**src/core/drgc_unused_placeholder_none.sv**
```systemverilog
// intentionally empty of logic: no further design files
`timescale 1ns/1ps

```
**src/core/drgc_pkg.sv**
```systemverilog
// constants, register map and lookup tables for the stereo gain control stage
package drgc_pkg;
  localparam int CLK_NS = 5;
  // register indices; byte address is four times the index
  localparam logic [13:0] IDX_PATH_STATUS = 14'h0e01;
  localparam logic [13:0] IDX_DETECT_CFG = 14'h0e80;
  localparam logic [13:0] IDX_TIMING = 14'h0e81;
  localparam logic [13:0] IDX_GATE_RELEASE = 14'h0e82;
  localparam logic [15:0] DETECT_CFG_RST = 16'h0018;
  localparam logic [15:0] TIMING_RST = 16'h0933;
  localparam logic [15:0] GATE_RELEASE_RST = 16'h0000;
  // range_ctrl_detect_config fields
  localparam int CFG_RMS_THR_LSB = 11;
  localparam int CFG_PK_THR_LSB = 9;
  localparam int CFG_GATE_EN = 8;
  localparam int CFG_DET_SEL = 7;
  localparam int CFG_DET_EN = 6;
  localparam int CFG_KNEE2_EN = 5;
  localparam int CFG_FR_EN = 4;
  localparam int CFG_CLIP_EN = 3;
  localparam int CFG_SEQ_EN = 2;
  localparam int CFG_EN_LEFT = 1;
  localparam int CFG_EN_RIGHT = 0;
  // range_ctrl_timing_limits fields
  localparam int TIM_ATK_LSB = 9;
  localparam int TIM_DCY_LSB = 5;
  localparam int TIM_MIN_LSB = 2;
  localparam int TIM_MAX_LSB = 0;
  // gate and fast release fields
  localparam int GR_GATE_MIN_LSB = 12;
  localparam int GR_FR_THR_LSB = 8;
  localparam int GR_FR_RATE_LSB = 6;
  // effects_path_status bit positions
  localparam int STS_LEFT_BIT = 8;
  localparam int STS_RIGHT_BIT = 9;
  // rate times per 6dB in ns, gain moves in 0.75dB units
  localparam int ATTACK_BASE_NS = 181000;
  localparam int DECAY_BASE_NS = 1450000;
  localparam int FR_BASE_NS = 725000;
  localparam int UNITS_PER_6DB = 8;
  localparam int ATK_STEP_CYC = ATTACK_BASE_NS / (CLK_NS * UNITS_PER_6DB);
  localparam int DCY_STEP_CYC = DECAY_BASE_NS / (CLK_NS * UNITS_PER_6DB);
  localparam int FR_STEP_CYC = FR_BASE_NS / (CLK_NS * UNITS_PER_6DB);
  localparam logic [3:0] ATK_CODE_MIN = 4'h1;
  localparam logic [3:0] ATK_CODE_MAX = 4'hb;
  localparam logic [3:0] DCY_CODE_MAX = 4'hb;
  localparam int CLIP_SHIFT = 3;
  localparam int LOOKAHEAD = 4;
  localparam int RMS_SHIFT = 6;
  localparam int PEAK_SHIFT = 8;
  localparam int MANT_FRAC = 14;
  // levels as attenuation below full scale in 0.75dB units
  localparam logic signed [8:0] TARGET_ATT = 9'sh010;
  localparam logic [7:0] GATE_ATT = 8'h30;
  localparam logic [7:0] RMS_DET_BASE = 8'h28;
  localparam logic signed [8:0] CREST_BASE = 9'sh010;
  localparam logic signed [8:0] GATE_MIN_BASE = -9'sh030;
  localparam logic signed [8:0] GAIN_CAP = 9'sh030;
  localparam logic signed [8:0] COMP_MIN_UNITS [8] = '{9'sh000, -9'sh010, -9'sh018, -9'sh020,
                                                       -9'sh030, -9'sh030, -9'sh030, -9'sh030};
  localparam logic signed [8:0] MAX_UNITS [4] = '{9'sh010, 9'sh018, 9'sh020, 9'sh030};
  // 2^(k/8) in Q1.14
  localparam logic [14:0] MANT [8] = '{15'h4000, 15'h45cb, 15'h4c1c, 15'h52ff,
                                       15'h5a82, 15'h62b3, 15'h6ba2, 15'h7560};
endpackage

```
**src/core/drgc_dynamic_range_gain_control.sv**
```systemverilog
// stereo dynamic range gain control stage with Avalon-MM register slave
//
// Added by the designer: the Avalon-MM slave port.
`timescale 1ns/1ps
module drgc_dynamic_range_gain_control #(
  parameter int unsigned ATK_STEP_CYC = drgc_pkg::ATK_STEP_CYC,
  parameter int unsigned DCY_STEP_CYC = drgc_pkg::DCY_STEP_CYC,
  parameter int unsigned FR_STEP_CYC = drgc_pkg::FR_STEP_CYC
) (
  input wire logic CLK,
  input wire logic RSTN,
  input wire logic [15:0] AVS_ADDRESS,
  input wire logic AVS_READ,
  input wire logic AVS_WRITE,
  input wire logic [31:0] AVS_WRITEDATA,
  input wire logic [3:0] AVS_BYTEENABLE,
  output logic [31:0] AVS_READDATA,
  output logic AVS_WAITREQUEST,
  input wire logic IN_VALID,
  input wire logic signed [23:0] IN_LEFT,
  input wire logic signed [23:0] IN_RIGHT,
  output logic OUT_VALID,
  output logic signed [23:0] OUT_LEFT,
  output logic signed [23:0] OUT_RIGHT,
  output logic [1:0] ACTIVITY,
  output logic [1:0] CLIP_GUARD,
  output logic [1:0] DECAY,
  output logic [1:0] GATE,
  output logic [1:0] FAST_RELEASE,
  output logic SEQ_TRIGGER
);

  // {inverted msb position, inverted next three bits}: 8 units per octave
  function automatic logic [7:0] att_code(input logic [31:0] v);
    logic [4:0] p;
    logic [31:0] s;
    p = 5'h00;
    for (int i = 0; i < 32; i++) begin
      if (v[i]) begin
        p = 5'(i);
      end
    end
    s = v << (5'h1f - p);
    return {~p, ~s[30:28]};
  endfunction

  // 12, 18, 24, 30 dB crest factor in 0.75dB units
  function automatic logic signed [8:0] crest_units(input logic [1:0] c);
    return $signed({4'h0, c, 3'h0}) + drgc_pkg::CREST_BASE;
  endfunction

  function automatic logic signed [8:0] clamp9(input logic signed [8:0] v, input logic signed [8:0] lo,
                                               input logic signed [8:0] hi);
    logic signed [8:0] r;
    r = (v < lo) ? lo : v;
    return (r > hi) ? hi : r;
  endfunction

  logic rst_meta_reg;
  logic rst_n_reg;
  always_ff @(posedge CLK or negedge RSTN) begin
    if (!RSTN) begin
      rst_meta_reg <= 1'b0;
      rst_n_reg <= 1'b0;
    end else begin
      rst_meta_reg <= 1'b1;
      rst_n_reg <= rst_meta_reg;
    end
  end

  // register slave: one wait state, then the access completes
  logic [15:0] detect_cfg_reg;
  logic [15:0] timing_reg;
  logic [15:0] gate_release_reg;
  logic [31:0] readdata_reg;
  logic ack_reg;
  logic req;
  logic [13:0] idx;
  logic hit_cfg;
  logic hit_tim;
  logic hit_gr;
  logic hit_sts;
  logic wr_now;
  logic [15:0] path_status;
  logic [15:0] rd_value;
  logic [15:0] be_mask;

  assign req = AVS_READ | AVS_WRITE;
  assign idx = AVS_ADDRESS[15:2];
  assign hit_cfg = idx == drgc_pkg::IDX_DETECT_CFG;
  assign hit_tim = idx == drgc_pkg::IDX_TIMING;
  assign hit_gr = idx == drgc_pkg::IDX_GATE_RELEASE;
  assign hit_sts = idx == drgc_pkg::IDX_PATH_STATUS;
  assign AVS_WAITREQUEST = req & ~ack_reg;
  assign wr_now = AVS_WRITE & ack_reg;
  assign be_mask = {{8{AVS_BYTEENABLE[1]}}, {8{AVS_BYTEENABLE[0]}}};
  assign AVS_READDATA = readdata_reg;

  logic en_l;
  logic en_r;
  assign en_l = detect_cfg_reg[drgc_pkg::CFG_EN_LEFT];
  assign en_r = detect_cfg_reg[drgc_pkg::CFG_EN_RIGHT];
  assign path_status = (16'(en_r) << drgc_pkg::STS_RIGHT_BIT) | (16'(en_l) << drgc_pkg::STS_LEFT_BIT);
  assign rd_value = hit_sts ? path_status :
                    hit_cfg ? detect_cfg_reg :
                    hit_tim ? timing_reg :
                    hit_gr ? gate_release_reg : 16'h0000;

  always_ff @(posedge CLK or negedge rst_n_reg) begin
    if (!rst_n_reg) begin
      ack_reg <= 1'b0;
      readdata_reg <= 32'h0000_0000;
    end else begin
      ack_reg <= req & ~ack_reg;
      if (AVS_READ && !ack_reg) begin
        readdata_reg <= {16'h0000, rd_value};
      end
    end
  end

  // byte lane merge keeps gate_en and its neighbour activity_detect_sel independent
  always_ff @(posedge CLK or negedge rst_n_reg) begin
    if (!rst_n_reg) begin
      detect_cfg_reg <= drgc_pkg::DETECT_CFG_RST;
      timing_reg <= drgc_pkg::TIMING_RST;
      gate_release_reg <= drgc_pkg::GATE_RELEASE_RST;
    end else if (wr_now) begin
      if (hit_cfg) begin
        detect_cfg_reg <= (detect_cfg_reg & ~be_mask) | (AVS_WRITEDATA[15:0] & be_mask);
      end
      if (hit_tim) begin
        timing_reg <= (timing_reg & ~be_mask) | (AVS_WRITEDATA[15:0] & be_mask);
      end
      if (hit_gr) begin
        gate_release_reg <= (gate_release_reg & ~be_mask) | (AVS_WRITEDATA[15:0] & be_mask);
      end
    end
  end

  // field decode
  logic [4:0] activity_rms_threshold;
  logic [1:0] activity_peak_threshold;
  logic gate_en;
  logic activity_detect_sel;
  logic activity_detect_en;
  logic second_knee_out_en;
  logic fast_release_en;
  logic clip_guard_en;
  logic activity_seq_trigger_en;
  logic [3:0] attack_rate;
  logic [3:0] decay_rate;
  logic [2:0] comp_min_code;
  logic [1:0] max_boost_code;
  logic [3:0] gate_min_code;
  logic [1:0] fast_release_threshold;
  logic [1:0] fast_release_rate;

  assign activity_rms_threshold = detect_cfg_reg[drgc_pkg::CFG_RMS_THR_LSB +: 5];
  assign activity_peak_threshold = detect_cfg_reg[drgc_pkg::CFG_PK_THR_LSB +: 2];
  assign gate_en = detect_cfg_reg[drgc_pkg::CFG_GATE_EN];
  assign activity_detect_sel = detect_cfg_reg[drgc_pkg::CFG_DET_SEL];
  assign activity_detect_en = detect_cfg_reg[drgc_pkg::CFG_DET_EN];
  assign second_knee_out_en = detect_cfg_reg[drgc_pkg::CFG_KNEE2_EN];
  assign fast_release_en = detect_cfg_reg[drgc_pkg::CFG_FR_EN];
  assign clip_guard_en = detect_cfg_reg[drgc_pkg::CFG_CLIP_EN];
  assign activity_seq_trigger_en = detect_cfg_reg[drgc_pkg::CFG_SEQ_EN];
  assign attack_rate = timing_reg[drgc_pkg::TIM_ATK_LSB +: 4];
  assign decay_rate = timing_reg[drgc_pkg::TIM_DCY_LSB +: 4];
  assign comp_min_code = timing_reg[drgc_pkg::TIM_MIN_LSB +: 3];
  assign max_boost_code = timing_reg[drgc_pkg::TIM_MAX_LSB +: 2];
  assign gate_min_code = gate_release_reg[drgc_pkg::GR_GATE_MIN_LSB +: 4];
  assign fast_release_threshold = gate_release_reg[drgc_pkg::GR_FR_THR_LSB +: 2];
  assign fast_release_rate = gate_release_reg[drgc_pkg::GR_FR_RATE_LSB +: 2];

  // gain limits in 0.75dB units
  logic signed [8:0] comp_min_gain;
  logic signed [8:0] max_boost_gain;
  logic signed [8:0] gate_min_raw;
  logic signed [8:0] gate_min_gain;
  assign comp_min_gain = drgc_pkg::COMP_MIN_UNITS[comp_min_code];
  assign max_boost_gain = drgc_pkg::MAX_UNITS[max_boost_code];
  assign gate_min_raw = $signed({2'b00, gate_min_code, 3'h0}) + drgc_pkg::GATE_MIN_BASE;
  assign gate_min_gain = (gate_min_raw > drgc_pkg::GAIN_CAP) ? drgc_pkg::GAIN_CAP : gate_min_raw;

  // step periods in clock cycles per 0.75dB; reserved codes pinned to nearest legal
  logic [3:0] atk_code;
  logic [3:0] dcy_code;
  logic [31:0] atk_per;
  logic [31:0] clip_per;
  logic [31:0] dcy_per;
  logic [31:0] fr_per;
  assign atk_code = (attack_rate < drgc_pkg::ATK_CODE_MIN) ? drgc_pkg::ATK_CODE_MIN :
                    (attack_rate > drgc_pkg::ATK_CODE_MAX) ? drgc_pkg::ATK_CODE_MAX : attack_rate;
  assign dcy_code = (decay_rate > drgc_pkg::DCY_CODE_MAX) ? drgc_pkg::DCY_CODE_MAX : decay_rate;
  assign atk_per = 32'(ATK_STEP_CYC) << (atk_code - 4'h1);
  assign clip_per = atk_per >> drgc_pkg::CLIP_SHIFT;
  assign dcy_per = 32'(DCY_STEP_CYC) << dcy_code;
  assign fr_per = (fast_release_rate == 2'h0) ? 32'(FR_STEP_CYC) :
                  (fast_release_rate == 2'h1) ? 32'(FR_STEP_CYC) << 1 : 32'(FR_STEP_CYC) << 3;

  logic valid_reg;
  logic seq_reg;
  logic [7:0] rms_det_thr;
  assign rms_det_thr = {2'h0, activity_rms_threshold, 1'b0} + drgc_pkg::RMS_DET_BASE;

  for (genvar ch = 0; ch < 2; ch++) begin : g_ch
    logic signed [23:0] x;
    logic ch_en;
    logic [23:0] ax;
    logic [14:0] a15;
    logic [29:0] sq;
    logic signed [32:0] ms_diff;
    logic [31:0] ms_reg;
    logic [31:0] ms_next;
    logic [14:0] pk_reg;
    logic [14:0] pk_next;
    logic [14:0] inst_reg;
    logic [7:0] att_rms;
    logic [7:0] att_pk;
    logic [7:0] att_inst;
    logic signed [8:0] crest;
    logic signed [23:0] dly_reg [drgc_pkg::LOOKAHEAD];
    logic signed [23:0] d;
    logic gated;
    logic fr_act;
    logic clip_trig;
    logic rising;
    logic falling;
    logic stable;
    logic act;
    logic rise;
    logic signed [8:0] raw;
    logic signed [8:0] tgt_pre;
    logic signed [8:0] lo_lim;
    logic signed [8:0] tgt;
    logic signed [8:0] g_app;
    logic signed [7:0] gain_reg;
    logic signed [7:0] gain_next;
    logic signed [8:0] gain9;
    logic [31:0] per;
    logic [31:0] cnt_reg;
    logic step;
    logic clip_reg;
    logic fr_reg;
    logic decay_reg;
    logic gate_reg;
    logic act_reg;
    logic signed [23:0] out_reg;
    logic signed [39:0] prod;
    logic signed [47:0] scaled;
    logic signed [47:0] res;
    logic signed [23:0] sat;
    logic signed [8:0] gi;
    logic [2:0] shamt;

    assign x = (ch == 0) ? IN_LEFT : IN_RIGHT;
    assign ch_en = (ch == 0) ? en_l : en_r;
    assign ax = x[23] ? 24'(-x) : 24'(x);
    assign a15 = ax[23:9];
    assign sq = 30'(a15 * a15);
    // mean square tracker sets the level; peaks only feed crest and clip guard
    assign ms_diff = $signed({3'h0, sq}) - $signed({1'b0, ms_reg});
    assign ms_next = ms_reg + 32'(ms_diff >>> drgc_pkg::RMS_SHIFT);
    assign pk_next = (a15 > pk_reg) ? a15 : pk_reg - (pk_reg >> drgc_pkg::PEAK_SHIFT);
    assign att_rms = att_code({ms_reg[27:0], 4'h0}) >> 1;
    assign att_pk = att_code({pk_reg, 17'h00000});
    assign att_inst = att_code({inst_reg, 17'h00000});
    // peak scale sits one octave below the rms scale
    assign crest = $signed({1'b0, att_rms}) - $signed({1'b0, att_pk}) + 9'(drgc_pkg::UNITS_PER_6DB);
    assign gain9 = {gain_reg[7], gain_reg};

    // static target: level toward a reference, expansion or hard drop when gated
    assign gated = gate_en & (att_rms > drgc_pkg::GATE_ATT);
    assign raw = $signed({1'b0, att_rms}) - drgc_pkg::TARGET_ATT;
    assign tgt_pre = !gated ? raw :
                     second_knee_out_en ? gate_min_gain :
                     raw - $signed({1'b0, att_rms - drgc_pkg::GATE_ATT});
    assign lo_lim = gated ? gate_min_gain : comp_min_gain;
    assign tgt = clamp9(tgt_pre, lo_lim, max_boost_gain);
    assign falling = tgt < gain9;
    assign rising = tgt > gain9;
    assign stable = tgt == gain9;

    assign clip_trig = clip_guard_en & ch_en & ($signed({1'b0, att_inst}) < gain9);
    assign fr_act = fast_release_en & (crest > crest_units(fast_release_threshold));
    assign per = falling ? (clip_trig ? clip_per : atk_per) :
                 fr_act ? fr_per : dcy_per;
    assign step = ch_en & ~stable & (cnt_reg + 32'h1 >= per);
    assign gain_next = !ch_en ? 8'sh00 :
                       !step ? gain_reg :
                       falling ? gain_reg - 8'sh01 : gain_reg + 8'sh01;

    assign act = activity_detect_en & ch_en &
                 (activity_detect_sel ? (att_rms <= rms_det_thr) :
                  (crest > crest_units(activity_peak_threshold)));
    assign rise = act & ~act_reg;

    // lookahead delay only while clip guard is on
    assign d = clip_guard_en ? dly_reg[drgc_pkg::LOOKAHEAD - 1] : x;
    assign g_app = clamp9(gain9, lo_lim, max_boost_gain);
    assign gi = g_app >>> 3;
    assign shamt = gi[8] ? 3'(-gi) : gi[2:0];
    assign prod = 40'(d * $signed({1'b0, drgc_pkg::MANT[g_app[2:0]]}));
    assign scaled = gi[8] ? ($signed({{8{prod[39]}}, prod}) >>> shamt) : ($signed({{8{prod[39]}}, prod}) <<< shamt);
    assign res = scaled >>> drgc_pkg::MANT_FRAC;
    assign sat = (res > 48'sh7fffff) ? 24'sh7fffff :
                 (res < -48'sh800000) ? -24'sh800000 : 24'(res);

    always_ff @(posedge CLK or negedge rst_n_reg) begin
      if (!rst_n_reg) begin
        ms_reg <= 32'h0000_0000;
        pk_reg <= 15'h0000;
        inst_reg <= 15'h0000;
        out_reg <= 24'sh000000;
        for (int i = 0; i < drgc_pkg::LOOKAHEAD; i++) begin
          dly_reg[i] <= 24'sh000000;
        end
      end else if (IN_VALID) begin
        ms_reg <= ms_next;
        pk_reg <= pk_next;
        inst_reg <= a15;
        out_reg <= ch_en ? sat : x;
        dly_reg[0] <= x;
        for (int i = 1; i < drgc_pkg::LOOKAHEAD; i++) begin
          dly_reg[i] <= dly_reg[i - 1];
        end
      end
    end

    always_ff @(posedge CLK or negedge rst_n_reg) begin
      if (!rst_n_reg) begin
        gain_reg <= 8'sh00;
        cnt_reg <= 32'h0000_0000;
      end else begin
        gain_reg <= gain_next;
        cnt_reg <= (stable || !ch_en || step) ? 32'h0000_0000 : cnt_reg + 32'h1;
      end
    end

    // flags per channel; a fresh trigger beats the stable clear
    always_ff @(posedge CLK or negedge rst_n_reg) begin
      if (!rst_n_reg) begin
        clip_reg <= 1'b0;
        fr_reg <= 1'b0;
        decay_reg <= 1'b0;
        gate_reg <= 1'b0;
        act_reg <= 1'b0;
      end else begin
        clip_reg <= ch_en & clip_guard_en & ((clip_trig & falling) | (clip_reg & ~stable));
        fr_reg <= ch_en & fast_release_en & ((fr_act & rising) | (fr_reg & ~stable));
        decay_reg <= ch_en & rising;
        gate_reg <= ch_en & gated;
        act_reg <= act;
      end
    end
  end

  always_ff @(posedge CLK or negedge rst_n_reg) begin
    if (!rst_n_reg) begin
      valid_reg <= 1'b0;
      seq_reg <= 1'b0;
    end else begin
      valid_reg <= IN_VALID;
      seq_reg <= activity_seq_trigger_en & (g_ch[0].rise | g_ch[1].rise);
    end
  end

  assign OUT_VALID = valid_reg;
  assign OUT_LEFT = g_ch[0].out_reg;
  assign OUT_RIGHT = g_ch[1].out_reg;
  assign ACTIVITY = {g_ch[1].act_reg, g_ch[0].act_reg};
  assign CLIP_GUARD = {g_ch[1].clip_reg, g_ch[0].clip_reg};
  assign DECAY = {g_ch[1].decay_reg, g_ch[0].decay_reg};
  assign GATE = {g_ch[1].gate_reg, g_ch[0].gate_reg};
  assign FAST_RELEASE = {g_ch[1].fr_reg, g_ch[0].fr_reg};
  assign SEQ_TRIGGER = seq_reg;

endmodule

```
**config.mk**
```make
export PLATFORM = sky130hd
export DESIGN_NAME = drgc_dynamic_range_gain_control
export DESIGN_NICKNAME = d
export VERILOG_FILES = /design/src/core/drgc_unused_placeholder_none.sv /design/src/core/drgc_pkg.sv /design/src/core/drgc_dynamic_range_gain_control.sv
export SDC_FILE = /design/constraint.sdc
export NUM_CORES = 2
export LEC_CHECK = 0
export BUFFER_PORTS_ARGS = -buffer_cell sky130_fd_sc_hd__buf_4
export CAP_MARGIN = 20
export CORE_MARGIN = 8
export CORE_UTILIZATION = 28
export CTS_CLUSTER_DIAMETER = 80
export DETAILED_ROUTE_END_ITERATION = 6
export GPL_TIMING_DRIVEN = 0
export SLEW_MARGIN = 5
export SYNTH_ARGS = -nofsm -noshare
export SYNTH_HDL_FRONTEND = slang
export SYNTH_SLANG_ARGS = --single-unit
```
**constraint.sdc**
```tcl
create_clock -name CLK -period 23.1 [get_ports CLK]
set_input_delay 2.31 -clock CLK [delete_from_list [all_inputs] [get_ports CLK]]
set_output_delay 2.31 -clock CLK [all_outputs]
set_load 0.005 [all_outputs]
```
==> impl_metrics.py <==
metrics = {
    "timing": {
        "setup_viol": 0,
        "finClkSkew_ns": 0.0353,
        "final_max_slew_viol_count": 0,
        "hold_viol": 0,
        "worst_slew_pin_slew_ns": 1.22,
        "post-route-min-period_ns": 19.58,
        "rsz0062_at_grt": "no",
        "setup_ws_ns": 3.52,
        "finalCritPeriodShare_pct": 84.8,
        "timing.slew.headroom_pct": 17.8,
        "fmax_mhz": 51.1,
        "tns_ns": 0,
    },
    "placement": {
        "place_ws_ns": 3.47,
        "dp.cells": 13800,
        "hpwl_um": 232000,
        "portBuffers": 161,
        "place_congestion": 0.982,
    },
    "clocking": {
        "cts_resized": 0,
        "cts-hold-fix-buffers": 0,
        "cts_made_buffers": 68,
        "cts_setup_buffers": 0,
        "cts.htree.levels": 3,
        "cts-root-buf": "clkbuf_16",
        "path_clk_slew_ns": 0.07,
        "worstSkewPairLatency_ns": 0.69,
        "cts_buffer_depth": 3,
        "clock_sinks": 523,
        "cts_tree": "yes",
    },
    "floorplanning": {
        "start_util_pct": 28.1,
        "die_h_um": 559,
        "die_x_um": 559,
        "io_pins": 198,
        "rows": 199,
        "coreArea_um2": 294000,
        "dieArea_um2": 313000,
    },
    "logic_synthesis": {
        "synthCells": 9549,
        "synthArstFlopShare_pct": 100,
        "ys_warn_count": 0,
        "synth_cell_types": 107,
        "synth_seq_cells": 523,
        "syn_avg_cell_area_um2": 8.65,
        "synth_top_flop_cell": "dfrtp_1",
        "yosysSeqAreaShare_pct": 15.9,
        "synth-edff-count": 0,
        "synth_area_um2": 82600,
    },
    "global_routing": {
        "grt_antenna_before_repair": 22,
        "grt_pass1_wl_um": 429000,
        "grt_overflow": 0,
        "grt_pass1_vias": 69900,
        "grt_max_degree": 66,
        "grt_usage_pct": 17.4,
    },
    "detailed_routing": {
        "wirelength_um": 278000,
        "drc": 0,
        "drt_iter0_markers": 5872,
        "vias_per_cell": 5.01,
        "dr.pass1.iters": 6,
        "top_layer_used": "met5",
        "antenna_left": 0,
        "met1Wirelength_um": 117000,
        "wl_met3_um": 16700,
        "route.vias.total": 69700,
        "dr_wl_met2_um": 127000,
        "route.detailed.wl_per_inst_um": 20.0,
    },
    "final_layout": {
        "utilization_pct": 31.4,
        "largest_reg_flops": 192,
        "nFillCells": 31200,
        "syn2layout_area_growth_pct": 11.8,
        "fin_nets": 11800,
        "instances_no_fill": 13900,
        "layout-drive-gt1-share_pct": 8.19,
    },
    "worst_setup_path": {
        "cp.depth": 68,
        "r2r-end": "OUT_LEFT[15]",
        "r2r_start": "g_ch[0].ms_reg[20]",
        "reg2reg_slack_ns": 3.52,
        "worstPathArrival_ns": 20.12,
        "crit_slowest_cell": "a31oi_1",
        "endpoint_kind": "register",
        "path_max_fanout": 11,
        "path_delay_family": "compound AO/OA/AOI/OAI gates",
        "rr_worst_depth": 68,
        "worst_setup_path_start_kind": "register",
        "required_ns": 23.64,
        "cpMostUsedCell": "inv_1",
        "cpPeakStageDelay_ns": 0.70,
        "crit_buf_inv": 14,
        "crit_type": "register to register",
    },
    "worst_hold_path": {
        "min_path_type": "register to async pin",
    },
    "status": {
        "status": "completed",
    },
    "flow_run": {
        "drv_cap": 0,
    },
}
metal layers:
layer	GRT usage [%]	vias to the layer above
met4	8.80	2
met2	28.3	2306
met3	2.26	502
li1	-	32200
met5	0	-
met1	22.7	34700
worst max path at each step:
stage,from,endpoint,slack [ns]
2_1_floorplan,rst_n_reg,AVS_READDATA[0],7.46
3_3_place_gp,rst_n_reg,OUT_LEFT[2],0.03
3_5_place_dp,g_ch[1].ms_reg[24],OUT_RIGHT[11],3.47
4_1_cts,g_ch[1].ms_reg[24],OUT_RIGHT[11],3.44
5_1_grt,g_ch[0].ms_reg[25],OUT_LEFT[15],2.34
6_report,g_ch[0].ms_reg[20],OUT_LEFT[15],3.52
cells by family (layout without fill, tap and decap cells):
kind of cell    Yosys count  in the layout  share of synthesized area, %
other cells               2             99                       0.00909
flops                   523            523                          15.9
xor+xnor                292            292                          3.10
buf+inv                1970           2318                          9.15
simple gates           2719           2719                          14.7
fa+ha+maj              1800           1800                          36.8
mux                     514            514                          6.87
compound gates         1729           1729                          13.5
cell usage after synthesis, drive strengths merged (15+ instances only):
cell type  count  share of area, %
mux4          15              0.41
xor2          98               1.0
or2           35              0.27
inv         1554               7.1
a221o         19              0.23
a21boi        18              0.16
o22ai         41              0.31
a21o         139               1.3
o21bai        55              0.51
a221oi        18              0.21
dfrtp        515                16
o31ai         34              0.33
clkbuf       300               1.4
nor3         151              0.91
a211oi        56              0.51
a2111oi       18              0.21
fa          1050                25
a21oi        475               2.9
nand2b        82              0.62
mux2i        222               2.7
nor2b        135               1.0
o211ai        71              0.65
ha           750                11
a31oi         50              0.40
nand3        175               1.1
xnor2        194               2.1
buf           86              0.59
a22oi         23              0.21
or3           38              0.29
nor4          43              0.38
and3          73              0.55
and2          37              0.28
nor2         960               4.4
mux2         277               3.8
nand2        887               4.0
nand4         47              0.36
o2111ai       15              0.18
a211o         23              0.24
or4           18              0.16
o21ai        455               2.8
clkinv        30              0.14
o21a          48              0.44
placed cells by master (no fill, tap or decap), types with 23 or more instances in the layout:
cell       synthesis  final
inv_1           1547   1547
fa_1            1050   1050
nor2_1           957    957
nand2_1          886    886
ha_1             750    750
dfrtp_1          515    514
a21oi_1          475    475
o21ai_0          439    439
clkbuf_1         300    303
mux2_2           277    277
buf_4             28    220
mux2i_1          222    205
xnor2_1          194    188
nand3_1          175    175
nor3_1           151    150
a21o_1           139    139
nor2b_1          135    135
xor2_1            98     92
conb_1             2     83
nand2b_1          82     82
and3_1            73     73
o211ai_1          71     71
clkbuf_16          0     68
a211oi_1          55     55
o21bai_1          54     54
a31oi_1           49     49
o21a_1            48     48
nand4_1           47     47
o22ai_1           41     41
or3_1             38     38
nor4_1            37     37
and2_1            36     36
or2_2             34     34
o31ai_1           33     33
buf_1             31     33
clkinv_1          30     30
buf_2             23     28
a211o_1           23     23
a22oi_1           23     23
area by class of cell:
class | count | area (µm²) | share of cell area, %
antenna | 16 | 40.0 | 0.0433
clock inverter | 38 | 504 | 0.546
multi-input combinational | 7137 | 62400 | 67.6
buffer | 386 | 1620 | 1.75
clock buffer | 85 | 1850 | 2.00
timing repair buffer | 225 | 1970 | 2.13
sequential | 523 | 13100 | 14.2
inverter | 1584 | 5950 | 6.44
tap | 3919 | 4900 | 5.31
stage by stage:
step	hold WS [ns]	area [µm²]
finish	0.338	92400
global route	0.370	92400
CTS	0.362	92200
detailed placement	0.350	89900
global placement	0.337	89000
floorplan	0.331	82900
Power is left out: the tool's default activity adds up to more than one toggle a clock period on the data nets, which glitch-free logic cannot reach.
